==> src/pscl_consts.vh <==
// Constants of the serial configuration loader.
`ifndef PSCL_CONSTS_VH
`define PSCL_CONSTS_VH
`define PSCL_WORD_W        25
`define PSCL_SENS_HI       24
`define PSCL_SENS_LO       17
`define PSCL_BLIND_HI      16
`define PSCL_BLIND_LO      13
`define PSCL_PULSE_HI      12
`define PSCL_PULSE_LO      11
`define PSCL_WIN_HI        10
`define PSCL_WIN_LO        9
`define PSCL_MODE_HI       8
`define PSCL_MODE_LO       7
`define PSCL_SRC_HI        6
`define PSCL_SRC_LO        5
`define PSCL_MODE_FORCED   2'h0
`define PSCL_MODE_PERIODIC 2'h1
`define PSCL_MODE_WAKE     2'h2
`define PSCL_SRC_BAND      2'h0
`define PSCL_SRC_LOW       2'h1
`define PSCL_SRC_TEMP      2'h3
`define PSCL_RESET_WORD    25'h0000010
`define PSCL_SYS_DIV       16'd2750
`define PSCL_SAMPLE_TICKS  5'd1
`define PSCL_IDLE_TICKS    5'd16
`define PSCL_PERIOD_TICKS  10'd511
`define PSCL_HALF_SEC      14'd16383
`endif

==> src/pscl_tick_gen.v <==
// System clock enable divider for the loader.
`default_nettype none
`include "pscl_consts.vh"
module pscl_tick_gen #(
    parameter [15:0] DIV = `PSCL_SYS_DIV
) (
    input  wire ref_clk,
    input  wire rst_n,
    output reg  tick
);
    reg [15:0] cnt;
    always @(posedge ref_clk or negedge rst_n) begin
        if (!rst_n) begin
            cnt  <= 16'h0000;
            tick <= 1'b0;
        end else if (cnt == DIV - 16'h0001) begin
            cnt  <= 16'h0000;
            tick <= 1'b1;
        end else begin
            cnt  <= cnt + 16'h0001;
            tick <= 1'b0;
        end
    end
endmodule
`default_nettype wire

==> src/pscl_loader.v <==
// Serial configuration loader and alarm event control.
`default_nettype none
`include "pscl_consts.vh"
module pscl_loader #(
    parameter [15:0] SYS_DIV = `PSCL_SYS_DIV,
    parameter [13:0] HALF_SEC = `PSCL_HALF_SEC
) (
    input  wire        ref_clk,
    input  wire        rst_n,
    input  wire        config_serial_in,
    input  wire        link_in,
    input  wire        motion_pulse,
    input  wire        motion_sign,
    input  wire        host_busy,
    output reg  [24:0] alarm_event_config_word,
    output reg  [7:0]  sensitivity,
    output reg  [1:0]  source_select,
    output reg         link_out,
    output reg         link_oe,
    output reg         blind_active
);
    // ****************************************
    // Input synchronisers and system tick
    // ****************************************
    reg  [1:0] ser_sync;
    reg  [1:0] link_sync;
    reg        ser_prev;
    reg        link_prev;
    wire       tick;
    always @(posedge ref_clk or negedge rst_n) begin
        if (!rst_n) begin
            ser_sync  <= 2'h0;
            link_sync <= 2'h0;
            ser_prev  <= 1'b0;
            link_prev <= 1'b0;
        end else begin
            ser_sync  <= {ser_sync[0], config_serial_in};
            link_sync <= {link_sync[0], link_in};
            ser_prev  <= ser_sync[1];
            link_prev <= link_sync[1];
        end
    end
    wire ser_rise  = ser_sync[1] & ~ser_prev;
    wire link_fall = ~link_sync[1] & link_prev;
    pscl_tick_gen #(.DIV(SYS_DIV)) u_tick (
        .ref_clk(ref_clk),
        .rst_n  (rst_n),
        .tick   (tick)
    );
    // ****************************************
    // Serial receiver
    // ****************************************
    // Power-up gate: nothing is taken until the line has idled low.
    reg        armed;
    reg [4:0]  low_cnt;
    reg [24:0] shift;
    reg [5:0]  nbits;
    reg [4:0]  idle_cnt;
    reg [4:0]  samp_cnt;
    reg        sampling;
    always @(posedge ref_clk or negedge rst_n) begin
        if (!rst_n) begin
            armed    <= 1'b0;
            low_cnt  <= 5'h00;
            shift    <= 25'h0000000;
            nbits    <= 6'h00;
            idle_cnt <= 5'h00;
            samp_cnt <= 5'h00;
            sampling <= 1'b0;
            alarm_event_config_word <= `PSCL_RESET_WORD;
        end else if (!armed) begin
            if (ser_sync[1])
                low_cnt <= 5'h00;
            else if (tick && low_cnt == `PSCL_IDLE_TICKS - 5'd1)
                armed <= 1'b1;
            else if (tick)
                low_cnt <= low_cnt + 5'h01;
        end else begin
            if (ser_rise) begin
                sampling <= 1'b1;
                samp_cnt <= 5'h00;
                idle_cnt <= 5'h00;
            end else if (sampling && tick) begin
                // Sample once one system clock has passed, inside the hold time.
                if (samp_cnt == `PSCL_SAMPLE_TICKS) begin
                    sampling <= 1'b0;
                    shift    <= {shift[23:0], ser_sync[1]};
                    if (nbits != 6'h3f)
                        nbits <= nbits + 6'h01;
                end else begin
                    samp_cnt <= samp_cnt + 5'h01;
                end
            end else if (tick && !sampling && nbits != 6'h00) begin
                if (idle_cnt == `PSCL_IDLE_TICKS) begin
                    // Short words are dropped; at least a full word must arrive.
                    if (nbits >= 6'd25)
                        alarm_event_config_word <= shift;
                    nbits    <= 6'h00;
                    idle_cnt <= 5'h00;
                end else begin
                    idle_cnt <= idle_cnt + 5'h01;
                end
            end
        end
    end
    // ****************************************
    // Field decode
    // ****************************************
    wire [3:0] blind_f = alarm_event_config_word[`PSCL_BLIND_HI:`PSCL_BLIND_LO];
    wire [1:0] pulse_f = alarm_event_config_word[`PSCL_PULSE_HI:`PSCL_PULSE_LO];
    wire [1:0] win_f   = alarm_event_config_word[`PSCL_WIN_HI:`PSCL_WIN_LO];
    wire [1:0] mode_f  = alarm_event_config_word[`PSCL_MODE_HI:`PSCL_MODE_LO];
    always @(posedge ref_clk or negedge rst_n) begin
        if (!rst_n) begin
            sensitivity   <= 8'h00;
            source_select <= `PSCL_SRC_BAND;
        end else begin
            sensitivity   <= alarm_event_config_word[`PSCL_SENS_HI:`PSCL_SENS_LO];
            source_select <= alarm_event_config_word[`PSCL_SRC_HI:`PSCL_SRC_LO];
        end
    end
    // ****************************************
    // Alarm event unit
    // ****************************************
    // Time is counted in half seconds of the system tick.
    reg [13:0] half_cnt;
    reg        half_tick;
    reg [4:0]  blind_left;
    reg [4:0]  win_left;
    reg [2:0]  pulses;
    reg        last_sign;
    reg [9:0]  per_cnt;
    wire       clear_alarm = link_fall && (mode_f == `PSCL_MODE_WAKE);
    always @(posedge ref_clk or negedge rst_n) begin
        if (!rst_n) begin
            half_cnt  <= 14'h0000;
            half_tick <= 1'b0;
        end else begin
            half_tick <= 1'b0;
            if (clear_alarm) begin
                // Restarting here keeps a blind time from being cut short by a stale count.
                half_cnt <= 14'h0000;
            end else if (tick) begin
                if (half_cnt == HALF_SEC) begin
                    half_cnt  <= 14'h0000;
                    half_tick <= 1'b1;
                end else begin
                    half_cnt <= half_cnt + 14'h0001;
                end
            end
        end
    end
    always @(posedge ref_clk or negedge rst_n) begin
        if (!rst_n) begin
            blind_left   <= 5'h00;
            blind_active <= 1'b0;
            win_left     <= 5'h00;
            pulses       <= 3'h0;
            last_sign    <= 1'b0;
            per_cnt      <= 10'h000;
            link_out     <= 1'b0;
            link_oe      <= 1'b0;
        end else begin
            blind_active <= (blind_left != 5'h00);
            if (link_fall && mode_f == `PSCL_MODE_WAKE) begin
                link_out   <= 1'b0;
                link_oe    <= 1'b0;
                blind_left <= {1'b0, blind_f} + 5'h01;
                pulses     <= 3'h0;
                win_left   <= 5'h00;
            end else if (half_tick && blind_left != 5'h00) begin
                blind_left <= blind_left - 5'h01;
            end
            if (mode_f == `PSCL_MODE_PERIODIC && !host_busy) begin
                per_cnt <= (tick) ? per_cnt + 10'h001 : per_cnt;
                if (tick && per_cnt == `PSCL_PERIOD_TICKS) begin
                    per_cnt  <= 10'h000;
                    link_out <= 1'b1;
                    link_oe  <= 1'b1;
                end else if (tick) begin
                    link_oe <= 1'b0;
                end
            end else if (mode_f == `PSCL_MODE_WAKE) begin
                // Detection is fed by the band-pass path whatever source is read out.
                if (half_tick && win_left != 5'h00)
                    win_left <= win_left - 5'h01;
                else if (half_tick)
                    pulses <= 3'h0;
                if (motion_pulse && blind_left == 5'h00 && !link_out && !host_busy) begin
                    last_sign <= motion_sign;
                    if (pulses == 3'h0 || motion_sign != last_sign) begin
                        if (pulses == 3'h0)
                            // Each step of the window field is four half seconds.
                            win_left <= {1'b0, win_f, 2'b00} + 5'h04;
                        if (pulses == {1'b0, pulse_f}) begin
                            link_out <= 1'b1;
                            link_oe  <= 1'b1;
                            pulses   <= 3'h0;
                        end else begin
                            pulses <= pulses + 3'h1;
                        end
                    end
                end
            end else begin
                link_out <= 1'b0;
                link_oe  <= 1'b0;
                per_cnt  <= 10'h000;
            end
        end
    end
endmodule
`default_nettype wire

==> config.mk <==
export PLATFORM = sky130hd
export DESIGN_NAME = pscl_loader
export DESIGN_NICKNAME = d
export VERILOG_FILES = /design/src/pscl_tick_gen.v /design/src/pscl_loader.v
export VERILOG_INCLUDE_DIRS = /design/src
export SDC_FILE = /design/constraint.sdc
export NUM_CORES = 1
export LEC_CHECK = 0
export BUFFER_PORTS_ARGS = -buffer_cell sky130_fd_sc_hd__buf_2
export CAP_MARGIN = 15
export CORE_MARGIN = 2
export CORE_UTILIZATION = 35
export DETAILED_ROUTE_END_ITERATION = 10
export GPL_TIMING_DRIVEN = 0
export MAX_ROUTING_LAYER = met4
export REMOVE_ABC_BUFFERS = 1
export SETUP_SLACK_MARGIN = 0.5
export SYNTH_ARGS = -nofsm -noshare
export SYNTH_HDL_FRONTEND = slang
export SYNTH_SLANG_ARGS = --single-unit
==> constraint.sdc <==
create_clock -name ref_clk -period 4.16 [get_ports ref_clk]
set_input_delay 0.624 -clock ref_clk [delete_from_list [all_inputs] [get_ports ref_clk]]
set_output_delay 0.624 -clock ref_clk [all_outputs]
set_load 0.02 [all_outputs]
==> results by group <==
Power and ir drop
  • LEAKAGE: between 0.003 and 0.004 uW
  • Clock power share: 0.499
  • P_int: about 2400 uW
  • Combinational Power Share: 0.022
  • Reg power frac: 0.479
  • Net Sw Power: between 600 and 700 uW
  • Pwr dens: 378 nW/um^2
  • Switching Fraction: 0.212
  • Maximum vdd drop: between 0.2 and 0.3 mV

Min path
  • Hold Crit Class: primary input to async pin

Cells and area
  • Final Core Density: 0.415
  • Finished Cell Area: 8080 um^2
  • N_diodes: 0
  • Fin nets: roughly 680
  • P&R area growth vs syn: 16.6%
  • Share of cells above drive strength 1: 0.206

CTS
  • CTS tree: yes
  • Clock transition at path regs: 0.06 ns
  • Clock buffer depth: 2
  • Hold buffers post-CTS: 0
  • Clock Latency Late Sink: roughly 0.42 ns
  • H-tree levels: 4
  • Post-CTS resize count: 0
  • Post-CTS Repair Setup Buffers: 0
  • Clock sink count: around 150
  • Clock root cell: clkbuf_16
  • CTS buffer count: 17

Die
  • Die Wd: 145 um
  • Die area: around 21000 um^2
  • DIE HEIGHT: 145 um
  • Initial core utilization: 0.356
  • I/O pins: between 40 and 50
  • # rows: slightly above 50
  • Core Region: about 20000 um^2

Routing
  • Vias: about 4700
  • DRT Wirelength: roughly 13000 um
  • Initial DRC count: 270
  • Vias per cell: 5.06
  • DR pass1 iterations: 5
  • DR WL/cell: 14.4 um
  • Remaining DRCs: 0
  • ANT nets after route: 0

Critical path
  • Type of element capturing the critical path: flip-flop
  • Worst setup startpoint: u_tick.tick
  • Crit-path cells: nor2b_1 -> o21ai_4 -> nor3_4 -> buf_16 -> mux2_1
  • Flop2flop setup slack: approximately 1.4 ns
  • R2R cell count: 5
  • Slowest stage delay, CP: about 0.80 ns
  • Kind of critical path: flip-flop to flip-flop
  • CP delay by family, top: simple AND/OR/NAND/NOR gates
  • R2r endpoint: alarm_event_config_word[12]
  • Type of origin of the critical path: flip-flop
  • Reg-to-Reg Start: u_tick.tick
  • CP required: roughly 4.5 ns
  • Slowest stage cell, crit path: dfrtp_1
  • Crit-path max FO: 21
  • Critical path buffer and inverter count: 1
  • CP arrival: a little over 3 ns

Logic synthesis
  • Top post-synthesis cells by area: dfrtp_1 (53%), mux2_2 (5.7%), ha_1 (3.6%), mux2_1 (3.2%), nor2_1 (2.3%)
  • Mean Syn Cell Area: between 10 and 15 um^2
  • EDFF count, synth: 0
  • Biggest area consumer among synthesized cells: dfrtp_1
  • Post-synth ARST share: 1.00
  • #FFs+latches synth: ~150
  • Main synth FF type: dfrtp_1
  • Yosys cell types: 74
  • Syn. warnings: 0
  • Mapped cell area: 6930 um^2
  • Cells after Synth: ~600
  • Sequential share of the synthesized area: 0.534
  • Top-area cell type share of the netlist area: 0.531

STA
  • Period utilization: 0.663
  • Setup Skew: between 0.006 and 0.007 ns
  • Max-slew violation count: 0
  • Setup TNS: 0 ns
  • Worst Tran Pin Value: between 0.7 and 0.8 ns
  • Slew headroom: 0.496
  • # setup viols final: 0
  • Max frequency: around 360 MHz
  • Final Hold Fails: 0
  • Minimum clock period: ~2.8 ns
  • RSZ-0062 raised after global routing: false

Place
  • Detailed placer's ending HPWL: 9330 um
  • Placer Congestion: about 0.8
  • IO Port Bufs: 44
  • Area after DPL: roughly 7500 um^2

Job
  • Max_cap viols: 0

Global routing
  • Largest net degree at the start of global routing: 86
  • First-pass GRT wire length: roughly 23000 um
  • GRT Resource Usage Total: 0.141
  • Initial antenna violation count: 0
  • Grt total ovfl: 0
  • Number of global-route vias before repair: 4695

Run status
  • Status: finished, final reports clean
==> synthesized netlist by cell type (6+ instances only) <==
cell and n:
nand3_1 25, dfrtp_1 147, nand4_1 10, mux2i_1 9
nand2_1 34, nor2_1 42, a31oi_1 8, and3_1 9
mux2_2 35, xor2_1 15, nor4_1 6, a22o_1 6
nor2b_1 7, ha_1 20, o21ai_0 18, a21oi_1 20
nor3_1 15, clkbuf_1 13, mux2_1 20, inv_1 27
xnor2_1 18
==> layout make-up <==
| cell class | count | area [um^2] |
|---|---|---|
| inverter | 27 | 101 |
| clock inverter | 11 | 126 |
| tap | 265 | 332 |
| clock buffer | 21 | 470 |
| timing repair buffer | 49 | 315 |
| multi-input combinational | 405 | 3030 |
| fill | 1813 | 11400 |
| sequential | 148 | 3700 |
==> stage by stage <==
| stage | setup WS, ns | hold slack, ns | total power [uW] | cells |
|---|---|---|---|---|
| 6_report | 1.40 | 0.191 | 3060 | 926 |
| 4_1_cts | 1.38 | 0.204 | 3100 | 925 |
| 3_5_place_dp | 1.41 | 0.338 | 1560 | 893 |
| 2_1_floorplan | 1.01 | 0.328 | 1520 | 580 |
| 5_1_grt | 1.20 | 0.229 | 3180 | 926 |
| 3_3_place_gp | -0.246 | 0.335 | 1550 | 889 |
==> registers in the layout, indices dropped and copies added (netlist names), 6 cells and up <==
name and flops:
alarm_event_config_word 25, sensitivity 8, half_cnt 14, u_tick.cnt 16, shift 25, per_cnt 10
nbits 6
==> cells by family after synthesis <==
logic type               synth area share
AO/OA/AOI/OAI                       0.106
XOR/XNOR                           0.0417
adder cells (fa/ha/maj)            0.0361
buffers and inverters              0.0307
flip-flops                          0.534
multiplexers                        0.102
AND/OR/NAND/NOR                     0.149
==> cells in the final DEF (no fill, tap or decap), types with 4 or more instances in the layout <==
cell type   Yosys  routed
o211ai_1        4       4
nor3_1         15      15
nand3_1        25      25
clkinvlp_4      0       4
mux2_2         35      35
a31oi_1         8       8
o2111ai_1       4       4
dfrtp_1       147     147
a21oi_1        20      20
o21ai_0        18      18
nand2b_1        4       4
nor4_1          6       6
nand2_1        34      34
clkbuf_16       0      17
and3_1          9       9
buf_2           2      43
nor2b_1         7       7
ha_1           20      20
nand4_1        10      10
mux2i_1         9       9
mux2_1         20      20
xnor2_1        18      18
and2_1          4       4
nor2_1         42      41
inv_1          27      27
a22o_1          6       6
xor2_1         15      15
==> power by group through the flow <==
stage	Combinational [uW]	Sequential [uW]	Clock [uW]
global route	80.2	1470	1640
finish	67.2	1460	1520
detailed placement	69.8	1490	0
floorplan	28.5	1490	0
CTS	70.0	1470	1560
global placement	62.6	1490	0
==> worst max-delay path by stage <==
stage                                             end  slack, ns  cells after the start
after floorplan                          half_cnt[13]       1.01                      4
after global placement                   half_cnt[13]      -0.25                      4
after detailed placement  alarm_event_config_word[12]       1.41                      5
after CTS                 alarm_event_config_word[14]       1.38                      5
after global routing      alarm_event_config_word[16]       1.20                      5
final                     alarm_event_config_word[12]       1.40                      5
==> metal layers <==
| metal | part of all wire | track usage |
|---|---|---|
| met1 | 0.48 | 0.185 |
| met2 | 0.48 | 0.219 |
| met3 | 0.030 | 0.0378 |
| met4 | 0.0073 | 0.0342 |
| met5 | 0 | - |
(Power assumes the default switching activity.)
